===== src/hw/arc_pkg.sv =====
// shared constants, types and decode helpers for the result correction block
`default_nettype none
package arc_pkg;

  // register byte offsets
  localparam logic [7:0] FCW_OFS  = 8'h00;
  localparam logic [7:0] CTRL_OFS = 8'h04;
  localparam logic [7:0] OFSC_OFS = 8'h08;
  localparam logic [7:0] GAIN_OFS = 8'h0c;
  localparam logic [7:0] RES_OFS  = 8'h10;

  // filter configuration word layout
  localparam int FCW_DEC_LSB  = 0;
  localparam int FCW_DEC_W    = 7;
  localparam int FCW_SMOD_BIT = 7;
  localparam int FCW_AVG_LSB  = 8;
  localparam int FCW_AVG_W    = 6;
  localparam int FCW_RAVG_BIT = 14;
  localparam int FCW_CHOP_BIT = 15;
  localparam logic [15:0] FCW_RESET = 16'h0007;

  // control register layout
  localparam int CTRL_MODE_LSB = 0;
  localparam int CTRL_PM_LSB   = 3;
  localparam int CTRL_HREF_BIT = 5;
  localparam int CTRL_PGA_LSB  = 6;
  localparam int CTRL_OBIN_BIT = 10;

  // result register layout
  localparam int RES_OVF_BIT  = 16;
  localparam int RES_BUSY_BIT = 17;

  // coefficient scaling
  localparam logic [15:0] OFS_FACTORY_DEF = 16'h0000;
  localparam logic [15:0] GAIN_NOMINAL    = 16'h5555;
  localparam int OFS_SCALE_SH  = 8;
  localparam int GAIN_FRAC_SH  = 14;
  localparam int RND_SH        = 8;
  localparam int GAIN_NUM_SH   = 37;
  localparam logic [1:0] CONV_CHOP_OFF = 2'h3;
  localparam logic [1:0] CONV_CHOP_ON  = 2'h2;

  localparam logic [3:0] PGA_128 = 4'h7;
  localparam logic [3:0] PGA_512 = 4'h9;

  typedef enum logic [2:0] {
    MD_OFF = 3'h0, MD_CONT = 3'h1, MD_SINGLE = 3'h2, MD_IDLE = 3'h3,
    MD_SOFS = 3'h4, MD_SGAIN = 3'h5, MD_YOFS = 3'h6, MD_YGAIN = 3'h7
  } arc_mode_e;

  localparam logic [1:0] PM_NORMAL = 2'h0;
  localparam logic [1:0] PM_LP     = 2'h1;
  localparam logic [1:0] PM_LPP    = 2'h2;

  localparam logic [1:0] SRC_EXT  = 2'h0;
  localparam logic [1:0] SRC_ZERO = 2'h1;
  localparam logic [1:0] SRC_FS   = 2'h2;

  typedef enum logic [3:0] {
    ST_RUN = 4'b0001, ST_CALA = 4'b0010, ST_CALB = 4'b0100, ST_DIV = 4'b1000
  } arc_state_e;

  // log2 of the offset weighting factor
  function automatic logic [2:0] arc_kshift(input logic [1:0] pm, input logic [3:0] pga, input logic half_ref);
    logic [2:0] k;
    k = 3'h0;
    case (pm)
      PM_LP:   k = half_ref ? 3'h6 : 3'h5;
      PM_LPP:  k = half_ref ? 3'h4 : 3'h3;
      default: begin
        case (pga)
          4'h1, 4'h7: k = 3'h1;
          4'h8:       k = 3'h2;
          4'h9:       k = 3'h3;
          default:    k = 3'h0;
        endcase
      end
    endcase
    return k;
  endfunction

endpackage
`default_nettype wire


===== src/hw/arc_corr.sv =====
// offset, gain, rounding, clamping and formatting stage
`default_nettype none
module arc_corr import arc_pkg::*; #(
  parameter int DW = 24
) (
  input  wire logic                 hclk,      // bus clock
  input  wire logic                 hresetn,   // async reset, low
  input  wire logic                 in_valid,  // averaged sample strobe
  input  wire logic signed [DW-1:0] in_data,   // averaged sample
  input  wire logic [15:0]          ofs,       // offset coefficient
  input  wire logic [15:0]          gain,      // gain coefficient
  input  wire logic [2:0]           kshift,    // log2 offset weight
  input  wire logic                 obin,      // offset binary output
  output logic                      out_valid, // result strobe
  output logic [15:0]               out_data,  // formatted result
  output logic                      out_ovf    // result was clamped
);
  localparam int PW = DW + 26;
  localparam logic signed [PW-1:0] POS_FS = PW'(32767);
  localparam logic signed [PW-1:0] NEG_FS = -PW'(32768);

  typedef struct packed {
    logic        valid;
    logic [15:0] data;
    logic        ovf;
  } arc_corr_s;

  arc_corr_s r_reg, r_next;

  always_comb begin
    logic signed [DW+7:0] off_t;
    logic signed [DW+8:0] diff;
    logic signed [PW-1:0] prod;
    logic signed [PW-1:0] res;
    logic [15:0]          o;
    off_t = (DW+8)'($signed(ofs)) <<< (OFS_SCALE_SH + int'(kshift));
    diff = (DW+9)'(in_data) - (DW+9)'(off_t);
    prod = PW'(diff) * PW'($signed({1'b0, gain}));
    res = (prod + (PW'(1) <<< (GAIN_FRAC_SH + RND_SH - 1))) >>> (GAIN_FRAC_SH + RND_SH);
    r_next = r_reg;
    r_next.valid = in_valid;
    o = res[15:0];
    r_next.ovf = 1'b0;
    if (res > POS_FS) begin
      o = 16'h7fff;
      r_next.ovf = 1'b1;
    end else if (res < NEG_FS) begin
      o = 16'h8000;
      r_next.ovf = 1'b1;
    end
    if (in_valid) begin
      r_next.data = obin ? (o ^ 16'h8000) : o;
    end else begin
      r_next.ovf = r_reg.ovf;
    end
  end

  always_ff @(posedge hclk or negedge hresetn) begin
    if (!hresetn) begin
      r_reg <= '0;
    end else begin
      r_reg <= r_next;
    end
  end

  assign out_valid = r_reg.valid;
  assign out_data  = r_reg.data;
  assign out_ovf   = r_reg.ovf;
endmodule
`default_nettype wire


===== src/hw/arc_div.sv =====
// iterative unsigned restoring divider for the gain coefficient
`default_nettype none
module arc_div #(
  parameter int NW = 38,
  parameter int DDW = 33
) (
  input  wire logic           hclk,    // bus clock
  input  wire logic           hresetn, // async reset, low
  input  wire logic           start,   // begin division
  input  wire logic [NW-1:0]  num,     // dividend
  input  wire logic [DDW-1:0] den,     // divisor, nonzero
  output logic                done,    // quotient ready pulse
  output logic [NW-1:0]       quo      // quotient
);
  localparam int CW = $clog2(NW + 1);

  typedef struct packed {
    logic [CW-1:0] cnt;
    logic [DDW:0]  rem;
    logic [NW-1:0] q;
    logic          done;
  } arc_div_s;

  arc_div_s r_reg, r_next;

  always_comb begin
    logic [DDW:0] sh;
    sh = {r_reg.rem[DDW-1:0], r_reg.q[NW-1]};
    r_next = r_reg;
    r_next.done = 1'b0;
    if (start) begin
      r_next.cnt = CW'(NW);
      r_next.rem = '0;
      r_next.q = num;
    end else if (r_reg.cnt != '0) begin
      if (sh >= {1'b0, den}) begin
        r_next.rem = sh - {1'b0, den};
        r_next.q = {r_reg.q[NW-2:0], 1'b1};
      end else begin
        r_next.rem = sh;
        r_next.q = {r_reg.q[NW-2:0], 1'b0};
      end
      r_next.cnt = r_reg.cnt - CW'(1);
      r_next.done = (r_reg.cnt == CW'(1));
    end
  end

  always_ff @(posedge hclk or negedge hresetn) begin
    if (!hresetn) begin
      r_reg <= '0;
    end else begin
      r_reg <= r_next;
    end
  end

  assign done = r_reg.done;
  assign quo  = r_reg.q;
endmodule
`default_nettype wire


===== src/hw/arc_top.sv =====
// result correction path and calibration sequencer with AHB-Lite registers
//
// Our own choices: register access over AHB-Lite and the address map.
`default_nettype none
module arc_top import arc_pkg::*; #(
  parameter int          DW          = 24,
  parameter int          AW          = 8,
  parameter logic [15:0] OFS_FACTORY  = OFS_FACTORY_DEF,
  parameter logic [15:0] GAIN_FACTORY = GAIN_NOMINAL
) (
  input  wire logic                 hclk,        // bus clock
  input  wire logic                 hresetn,     // async reset, low
  input  wire logic                 hsel,        // slave select
  input  wire logic [AW-1:0]        haddr,       // byte address
  input  wire logic [1:0]           htrans,      // transfer type
  input  wire logic                 hwrite,      // write access
  input  wire logic [2:0]           hsize,       // transfer size
  input  wire logic [31:0]          hwdata,      // write data
  input  wire logic                 hready,      // bus ready
  output logic [31:0]               hrdata,      // read data
  output logic                      hreadyout,   // slave ready
  output logic                      hresp,       // response, always okay
  input  wire logic                 flt_valid,   // decimation filter strobe
  input  wire logic signed [DW-1:0] flt_data,    // decimation filter output
  output logic [15:0]               flt_cfg,     // filter configuration word
  output logic                      flt_restart, // restart filter pulse
  output logic [1:0]                cal_src,     // input source select
  output logic                      mod_clk_lp,  // modulator on low-power clock
  output logic [3:0]                pga_code,    // effective amplifier gain code
  output logic                      conv_active, // conversions running
  output logic                      res_valid,   // result strobe
  output logic [15:0]               res_data,    // formatted result
  output logic                      res_ovf      // result was clamped
);
  localparam int NW  = GAIN_NUM_SH + 1;
  localparam int DDW = DW + 9;

  typedef struct packed {
    logic             ap_en;
    logic             ap_wr;
    logic [AW-1:0]    ap_addr;
    logic [31:0]      hrdata;
    logic             hreadyout;
    logic             hresp;
    logic [15:0]      fcw;
    arc_mode_e        mode;
    logic [1:0]       pmode;
    logic             href;
    logic [3:0]       pga;
    logic             obin;
    logic [15:0]      ofs;
    logic [15:0]      gain;
    arc_state_e       st;
    logic [1:0]       cnt;
    logic [DW-1:0]    stage_a;
    logic [DW-1:0]    meas;
    logic             hold_v;
    logic [DW-1:0]    hold;
    logic [DW-1:0]    prev;
    logic             avg_v;
    logic [DW-1:0]    avg_d;
    logic             div_start;
    logic [15:0]      res;
    logic             ovf;
    logic             restart;
    logic [1:0]       src;
    logic             conv;
    logic             lp;
    logic [3:0]       pga_eff;
  } arc_top_s;

  localparam arc_top_s RESET_VAL = '{
    ap_en: 1'b0, ap_wr: 1'b0, ap_addr: '0, hrdata: 32'h0000_0000,
    hreadyout: 1'b1, hresp: 1'b0, fcw: FCW_RESET, mode: MD_IDLE,
    pmode: PM_NORMAL, href: 1'b0, pga: 4'h0, obin: 1'b0,
    ofs: OFS_FACTORY, gain: GAIN_FACTORY, st: ST_RUN, cnt: 2'h0,
    stage_a: '0, meas: '0, hold_v: 1'b0, hold: '0, prev: '0,
    avg_v: 1'b0, avg_d: '0, div_start: 1'b0, res: 16'h0000, ovf: 1'b0,
    restart: 1'b0, src: SRC_EXT, conv: 1'b0, lp: 1'b0, pga_eff: 4'h0
  };

  arc_top_s r_reg, r_next;

  logic [2:0]           kshift;
  logic signed [DW+7:0] ofs_term;
  logic signed [DDW-1:0] span;
  logic [DDW-1:0]       den;
  logic                 corr_valid;
  logic [15:0]          corr_data;
  logic                 corr_ovf;
  logic                 div_done;
  logic [NW-1:0]        div_quo;

  assign kshift = arc_kshift(r_reg.pmode, r_reg.pga, r_reg.href);
  assign ofs_term = (DW+8)'($signed(r_reg.ofs)) <<< (OFS_SCALE_SH + int'(kshift));

  // self gain measures its own zero; system gain relies on the offset coefficient
  assign span = (r_reg.mode == MD_SGAIN) ?
                (DDW'($signed(r_reg.meas)) - DDW'($signed(r_reg.stage_a))) :
                (DDW'($signed(r_reg.meas)) - DDW'(ofs_term));
  assign den = (span > 0) ? DDW'(span) : DDW'(1);

  function automatic logic is_cal(input arc_mode_e m);
    return m == MD_SOFS || m == MD_SGAIN || m == MD_YOFS || m == MD_YGAIN;
  endfunction

  function automatic logic is_gain(input arc_mode_e m);
    return m == MD_SGAIN || m == MD_YGAIN;
  endfunction

  always_comb begin
    logic          run_conv;
    logic          take;
    logic [DW:0]   sum;
    logic [1:0]    need;
    logic [31:0]   rd;
    logic          wr_ok;
    arc_mode_e     wm;
    run_conv = (r_reg.mode == MD_CONT || r_reg.mode == MD_SINGLE) && r_reg.st == ST_RUN;
    take = flt_valid && (run_conv || r_reg.st == ST_CALA || r_reg.st == ST_CALB);
    sum = '0;
    need = r_reg.fcw[FCW_CHOP_BIT] ? CONV_CHOP_ON : CONV_CHOP_OFF;
    rd = 32'h0000_0000;
    wr_ok = 1'b0;
    wm = MD_IDLE;
    r_next = r_reg;
    r_next.avg_v = 1'b0;
    r_next.div_start = 1'b0;
    r_next.restart = 1'b0;

    // averaging stage ahead of offset correction
    if (take) begin
      if (r_reg.fcw[FCW_CHOP_BIT]) begin
        if (!r_reg.hold_v) begin
          r_next.hold = flt_data;
          r_next.hold_v = 1'b1;
        end else begin
          sum = {r_reg.hold[DW-1], r_reg.hold} + {flt_data[DW-1], flt_data};
          r_next.avg_d = sum[DW:1];
          r_next.avg_v = 1'b1;
          r_next.hold_v = 1'b0;
        end
      end else if (r_reg.fcw[FCW_RAVG_BIT]) begin
        sum = {r_reg.prev[DW-1], r_reg.prev} + {flt_data[DW-1], flt_data};
        r_next.avg_d = sum[DW:1];
        r_next.prev = flt_data;
        r_next.avg_v = 1'b1;
      end else begin
        r_next.avg_d = flt_data;
        r_next.avg_v = 1'b1;
      end
    end

    // conversion results
    if (corr_valid && r_reg.st == ST_RUN) begin
      r_next.res = corr_data;
      r_next.ovf = corr_ovf;
      if (r_reg.mode == MD_SINGLE) begin
        r_next.mode = MD_IDLE;
      end
    end

    // calibration sequencer
    case (r_reg.st)
      ST_RUN: begin
      end
      ST_CALA: begin
        if (r_reg.avg_v) begin
          r_next.cnt = r_reg.cnt + 2'h1;
          if (r_reg.cnt == need - 2'h1) begin
            r_next.cnt = 2'h0;
            if (is_gain(r_reg.mode)) begin
              r_next.stage_a = r_reg.avg_d;
              r_next.st = ST_CALB;
              if (r_reg.mode == MD_SGAIN) begin
                r_next.src = SRC_FS;
              end
            end else begin
              r_next.ofs = 16'($signed(r_reg.avg_d) >>> (OFS_SCALE_SH + int'(kshift)));
              r_next.mode = MD_IDLE;
              r_next.st = ST_RUN;
              r_next.src = SRC_EXT;
            end
          end
        end
      end
      ST_CALB: begin
        if (r_reg.avg_v) begin
          r_next.cnt = r_reg.cnt + 2'h1;
          if (r_reg.cnt == need - 2'h1) begin
            r_next.cnt = 2'h0;
            r_next.meas = r_reg.avg_d;
            r_next.div_start = 1'b1;
            r_next.st = ST_DIV;
          end
        end
      end
      ST_DIV: begin
        if (div_done) begin
          r_next.gain = (|div_quo[NW-1:16]) ? 16'hffff : div_quo[15:0];
          r_next.mode = MD_IDLE;
          r_next.st = ST_RUN;
          r_next.src = SRC_EXT;
        end
      end
      default: begin
        r_next.st = ST_RUN;
      end
    endcase

    // register reads, prepared during the address phase
    case (haddr)
      FCW_OFS:  rd = {16'h0000, r_reg.fcw};
      CTRL_OFS: rd = {21'h0, r_reg.obin, r_reg.pga, r_reg.href, r_reg.pmode, r_reg.mode};
      OFSC_OFS: rd = {16'h0000, r_reg.ofs};
      GAIN_OFS: rd = {16'h0000, r_reg.gain};
      RES_OFS:  rd = {14'h0, r_reg.st != ST_RUN, r_reg.ovf, r_reg.res};
      default:  rd = 32'h0000_0000;
    endcase
    r_next.ap_en = hsel && htrans[1] && hready;
    if (r_next.ap_en) begin
      r_next.ap_wr = hwrite && hsize == 3'h2;
      r_next.ap_addr = haddr;
      r_next.hrdata = hwrite ? 32'h0000_0000 : rd;
    end

    // register writes in the data phase
    if (r_reg.ap_en && r_reg.ap_wr) begin
      wr_ok = r_next.mode == MD_IDLE && r_next.st == ST_RUN;
      case (r_reg.ap_addr)
        FCW_OFS: r_next.fcw = hwdata[15:0];
        CTRL_OFS: begin
          wm = arc_mode_e'(hwdata[CTRL_MODE_LSB +: 3]);
          r_next.mode = wm;
          r_next.pmode = hwdata[CTRL_PM_LSB +: 2];
          r_next.href = hwdata[CTRL_HREF_BIT];
          r_next.pga = hwdata[CTRL_PGA_LSB +: 4];
          r_next.obin = hwdata[CTRL_OBIN_BIT];
          r_next.cnt = 2'h0;
          r_next.hold_v = 1'b0;
          if (is_cal(wm)) begin
            r_next.st = ST_CALA;
            r_next.restart = 1'b1;
            r_next.src = (wm == MD_SOFS || wm == MD_SGAIN) ? SRC_ZERO : SRC_EXT;
          end else begin
            r_next.st = ST_RUN;
            r_next.src = SRC_EXT;
            r_next.restart = r_reg.st != ST_RUN;
          end
        end
        OFSC_OFS: begin
          if (wr_ok) begin
            r_next.ofs = hwdata[15:0];
          end
        end
        GAIN_OFS: begin
          if (wr_ok) begin
            r_next.gain = hwdata[15:0];
          end
        end
        default: begin
        end
      endcase
    end

    // mode-dependent amplifier and modulator clock selection
    r_next.lp = r_next.pmode != PM_NORMAL;
    r_next.pga_eff = (r_next.pmode == PM_LP) ? PGA_128 :
                     (r_next.pmode == PM_LPP) ? PGA_512 :
                     r_next.pga;
    r_next.conv = (r_next.mode == MD_CONT || r_next.mode == MD_SINGLE) && r_next.st == ST_RUN;
  end

  always_ff @(posedge hclk or negedge hresetn) begin
    if (!hresetn) begin
      r_reg <= RESET_VAL;
    end else begin
      r_reg <= r_next;
    end
  end

  arc_corr #(
    .DW (DW)
  ) u_corr (
    .hclk      (hclk),
    .hresetn   (hresetn),
    .in_valid  (r_reg.avg_v && r_reg.conv),
    .in_data   ($signed(r_reg.avg_d)),
    .ofs       (r_reg.ofs),
    .gain      (r_reg.gain),
    .kshift    (kshift),
    .obin      (r_reg.obin),
    .out_valid (corr_valid),
    .out_data  (corr_data),
    .out_ovf   (corr_ovf)
  );

  arc_div #(
    .NW  (NW),
    .DDW (DDW)
  ) u_div (
    .hclk    (hclk),
    .hresetn (hresetn),
    .start   (r_reg.div_start),
    .num     (NW'(1) << GAIN_NUM_SH),
    .den     (den),
    .done    (div_done),
    .quo     (div_quo)
  );

  assign hrdata      = r_reg.hrdata;
  assign hreadyout   = r_reg.hreadyout;
  assign hresp       = r_reg.hresp;
  assign flt_cfg     = r_reg.fcw;
  assign flt_restart = r_reg.restart;
  assign cal_src     = r_reg.src;
  assign mod_clk_lp  = r_reg.lp;
  assign pga_code    = r_reg.pga_eff;
  assign conv_active = r_reg.conv;
  assign res_valid   = corr_valid;
  assign res_data    = corr_data;
  assign res_ovf     = corr_ovf;
endmodule
`default_nettype wire


===== config.mk =====
export PLATFORM = sky130hd
export DESIGN_NAME = arc_top
export DESIGN_NICKNAME = d
export VERILOG_FILES = /design/src/hw/arc_pkg.sv /design/src/hw/arc_corr.sv /design/src/hw/arc_div.sv /design/src/hw/arc_top.sv
export SDC_FILE = /design/constraint.sdc
export NUM_CORES = 2
export LEC_CHECK = 0
export BUFFER_PORTS_ARGS = -buffer_cell sky130_fd_sc_hd__buf_2
export CORE_UTILIZATION = 40
export CTS_CLUSTER_SIZE = 40
export DETAILED_ROUTE_END_ITERATION = 10
export PLACE_DENSITY = 0.57
export SLEW_MARGIN = 15
export SYNTH_ARGS = -nofsm -noshare
export SYNTH_HDL_FRONTEND = slang
export SYNTH_SLANG_ARGS = --single-unit

===== constraint.sdc =====
create_clock -name hclk -period 35.4 [get_ports hclk]
set_input_delay 7.08 -clock hclk [delete_from_list [all_inputs] [get_ports hclk]]
set_output_delay 7.08 -clock hclk [all_outputs]
set_load 0.02 [all_outputs]

==> results.md <==
| Step | Result | This run |
| --- | --- | --- |
| logic synthesis | Ys async rst share | 1.000 |
| worst setup path | Largest fanout on the critical path | 38 |
| floorplan | Floorplan die width | 331.9 um |
| worst setup path | Worst r2r dst | u_corr.out_data[11] |
| detailed routing | WL final | 124500 um |
| clock network | Number of setup buffers added after CTS | 0 |
| cells and area | Post-route cell area | 46660 sq um |
| floorplan | Placement row count | 120 |
| sta | Final worst path period need | 14960 ps |
| global route | Number of global-route vias before repair | 34869 |
| worst setup path | Startpoint class of the critical path | flop |
| cells and area | Final cell utilization of the core | 0.4340 |
| worst setup path | Worst R2R Start | r_reg[193] |
| logic synthesis | Most common cell in the synthesized netlist | sky130_fd_sc_hd__inv_1 |
| sta | Number of slew-limit violations in the final report | 0 |
| worst setup path | Capturing element type of the critical path | flop |
| worst setup path | Most Frequent Cell on Critical Path | sky130_fd_sc_hd__fa_1 |
| clock network | Deepest level of the CTS H-tree | 2 |
| clock network | Cts-stage hold buffer count | 0 |
| logic synthesis | Top cells by area, synth | sky130_fd_sc_hd__fa_1 (23%), sky130_fd_sc_hd__dfrtp_1 (19%), sky130_fd_sc_hd__ha_1 (8.2%), sky130_fd_sc_hd__inv_1 (6.1%), sky130_fd_sc_hd__nand2_1 (5.6%) |
| floorplan | Area of the core region | 107500 sq um |
| power and ir drop | Peak supply drop | 0.00004398 V |
| detailed routing | Total number of vias | 34369 |
| logic synthesis | Top cell types by occurrence after synthesis | sky130_fd_sc_hd__inv_1 (709), sky130_fd_sc_hd__nand2_1 (649), sky130_fd_sc_hd__fa_1 (506) |
| logic synthesis | Number of instances in the synthesized netlist | 5018 |
| cells and area | Fraction of final layout cells with drive strength greater than 1 | 0.08969 |
| placement | Placer congestion estimate | 0.8808 |
| sta | Final clock period utilization by the worst path | 0.4227 |
| floorplan | Vert. Die Dim | 331.9 um |
| min path | Worst hold path startpoint | hrdata[11] |
| floorplan | Die ar. | 110200 sq um |
| power and ir drop | P_leak | 23.00 nW |
| cells and area | Layout Nets | 5829 |
| sta | Fin Clk Skew | 18.80 ps |
| min path | Min-delay worst type | flop to flop |
| logic synthesis | Post-synthesis instance area | 43540 sq um |
| placement | DP Wirelength | 93160 um |
| clock network | TritonCTS Buffers | 39 |
| clock network | Clock latency on the worst-skew pair | 580 ps |
| clock network | Number of buffers on the longest clock path | 3 |
| status | Result of the run | finished, final reports clean |
| worst setup path | Critical Setup Path Class | flop to flop |
| logic synthesis | Average footprint of a synthesized cell | 8.678 sq um |
| cells and area | Filler Cells Inserted | 10764 |
| logic synthesis | Yosys top cell by area | sky130_fd_sc_hd__fa_1 |
| logic synthesis | Number of synthesized flops with an enable pin | 0 |
| logic synthesis | Part of the Yosys area used for sequential elements | 0.1946 |
| cells and area | Max reg flops | 199 |
| sta | Number of hold-slack violations in the final timing report | 0 |
| detailed routing | Routed length per instance | 19.45 um |
| power and ir drop | Power density over the cells | 28.15 nW/um^2 |
| sta | Final-report setup violation count | 0 |
| worst setup path | Setup slack, reg-to-reg | 20440 ps |
| sta | Summed negative setup slack over all endpoints | 0 ps |
| clock network | Post-CTS sizing | 0 |
| worst setup path | Crit path arrival time | 15380 ps |
| floorplan | IO Pins | 152 |
| power and ir drop | Power, Total | 1.313 mW |
| sta | Unrepaired setup endpoints after global routing | false |
| clock network | Number of sinks driven by the clock tree | 338 |
| floorplan | Starting Density | 0.4051 |
| logic synthesis | Syn. warnings | 0 |
| min path | Endpoint of the worst hold-timing path | hrdata[11] |
| detailed routing | Total DRC errors in the routed layout | 0 |
| clock network | Clock Root Buffer | sky130_fd_sc_hd__clkbuf_16 |
| logic synthesis | Portion of synthesized cell area occupied by the leading cell type | 0.2326 |
| logic synthesis | Library cells used by synthesis | 97 |
| placement | Standard cell area after detailed placement | 45280 sq um |
| sta | Worst rel slew slack | 0.2707 |
| cells and area | Synthesis-to-layout area growth | 7.149% |
| global route | Antenna violations before repair | 10 |
| sta | F_max | 66.84 MHz |
| global route | Total global routing overflow | 0 |
| detailed routing | DRT Pass-1 Iters | 7 |
| global route | Maximum number of pins on one net before global-route repair | 96 |
| worst setup path | Crit path max-delay cell type | sky130_fd_sc_hd__a2111oi_0 |
| run | Number of violations of the max-capacitance limit | 0 |
| sta | Slew at the pin with the worst max-slew slack | 1091 ps |
| detailed routing | Iteration-0 DRC count of the detailed router | 2403 |
| global route | Global Route Usage Sum | 0.2283 |
| logic synthesis | Most used DFF post-synth | sky130_fd_sc_hd__dfrtp_1 |
| worst setup path | Required time worst endpoint | 35820 ps |
| worst setup path | R2R cell count | 49 |
| global route | Global-route wire length before repair | 198200 um |
| clock network | Clock-pin slew reported for the worst setup and hold paths after clock tree synthesis | 60 ps |
| logic synthesis | Flip-flop and latch count after synthesis | 338 |
| worst setup path | CP max stage delay | 890 ps |
| min path | Cells on Worst Hold Path | 2 |
| placement | Number of I/O port buffers | 118 |
| detailed routing | Final antenna-violating net count | 0 |
| detailed routing | Drt via density | 5.369 |
| clock network | TritonCTS clock tree | yes |
[layout by cell type, fill, tap and decap left out, types with 17 or more instances in the layout]
master	count
sky130_fd_sc_hd__nor3_1	83
sky130_fd_sc_hd__nor2_1	226
sky130_fd_sc_hd__a21o_1	68
sky130_fd_sc_hd__xnor2_1	102
sky130_fd_sc_hd__o22ai_1	35
sky130_fd_sc_hd__and2_1	309
sky130_fd_sc_hd__buf_2	117
sky130_fd_sc_hd__o221ai_1	17
sky130_fd_sc_hd__clkbuf_16	40
sky130_fd_sc_hd__nand2b_1	49
sky130_fd_sc_hd__and3_1	31
sky130_fd_sc_hd__nor2b_1	62
sky130_fd_sc_hd__nand4_1	21
sky130_fd_sc_hd__mux2i_1	74
sky130_fd_sc_hd__buf_4	81
sky130_fd_sc_hd__o21ai_0	199
sky130_fd_sc_hd__ha_1	284
sky130_fd_sc_hd__a211oi_1	56
sky130_fd_sc_hd__dfrtp_1	320
sky130_fd_sc_hd__nor4_1	29
sky130_fd_sc_hd__fa_1	506
sky130_fd_sc_hd__nand3_1	70
sky130_fd_sc_hd__o21bai_1	20
sky130_fd_sc_hd__o211ai_1	44
sky130_fd_sc_hd__mux2_2	110
sky130_fd_sc_hd__a21oi_1	220
sky130_fd_sc_hd__nand2_1	649
sky130_fd_sc_hd__a31oi_1	24
sky130_fd_sc_hd__or3_1	19
sky130_fd_sc_hd__xor2_1	58
sky130_fd_sc_hd__conb_1	17
sky130_fd_sc_hd__o21a_1	35
sky130_fd_sc_hd__inv_1	709
[how the worst max path moves through the flow]
stage,from,to,depth (start not counted)
2_1_floorplan,r_reg[193],u_corr.out_data[10],53
3_3_place_gp,r_reg[193],u_corr.out_data[9],49
3_5_place_dp,r_reg[193],u_corr.out_data[13],49
4_1_cts,r_reg[193],u_corr.out_data[8],49
5_1_grt,r_reg[193],u_corr.out_data[8],49
6_report,r_reg[193],u_corr.out_data[11],49
[final cells by class]
| type | instances | area [sq um] | area share |
|---|---|---|---|
| Sequential cell | 338 | 8481 | 0.1818 |
| Tap cell | 1403 | 1755 | 0.03762 |
| Clock inverter | 13 | 183.9 | 0.003942 |
| Multi-Input combinational cell | 3676 | 31190 | 0.6686 |
| Clock buffer | 59 | 1162 | 0.02491 |
| Inverter | 710 | 2665 | 0.05712 |
| Antenna cell | 3 | 7.507 | 0.0001609 |
| Timing Repair Buffer | 199 | 1209 | 0.02591 |
[through the flow]
stage / cells / setup slack (ps) / hold WS [ps]
global route: 6398 / 19550 / 515.3
finish: 6401 / 20440 / 479.3
global placement: 6326 / 20550 / 459.9
detailed placement: 6326 / 20480 / 467.7
CTS: 6398 / 20400 / 481.6
floorplan: 5033 / 22810 / 449.5
[metal layers]
metal  vias to the layer above  routed length (um)  part of all wire  GRT usage
met3                       219                6986             0.056    0.03293
li1                      16297                   -                 -          -
met5                         -                  40           0.00032          0
met2                       880               58120              0.47     0.3757
met1                     16967               54450              0.44     0.3040
met4                         6                4902             0.039    0.08570
[cell families after synthesis]
family,after synthesis,synth area share
simple gates,1620,0.1801
buf+inv,1019,0.09367
flops,338,0.1946
fa+ha+maj,796,0.3156
other cells,2,0.0001725
compound gates,884,0.1326
xor+xnor,167,0.03359
mux,192,0.04959
[worst max-delay path, delay by kind of cell, from the launching register on]
kind	cells	cell delay (ps)
adders and majority gates	9	4800
xor gates and xnor gates	1	210
buffers and inverters	7	1210
DFF	1	450
AOI/OAI and AO/OA	21	6190
and+or+nand+nor	11	1900
[report_power, final]
group	switching (mW)	internal [mW]	total (mW)
Sequential	0.00300	0.390	0.393
Clock	0.176	0.257	0.433
Combinational	0.306	0.182	0.488
Power figures use the tool's default switching activity.
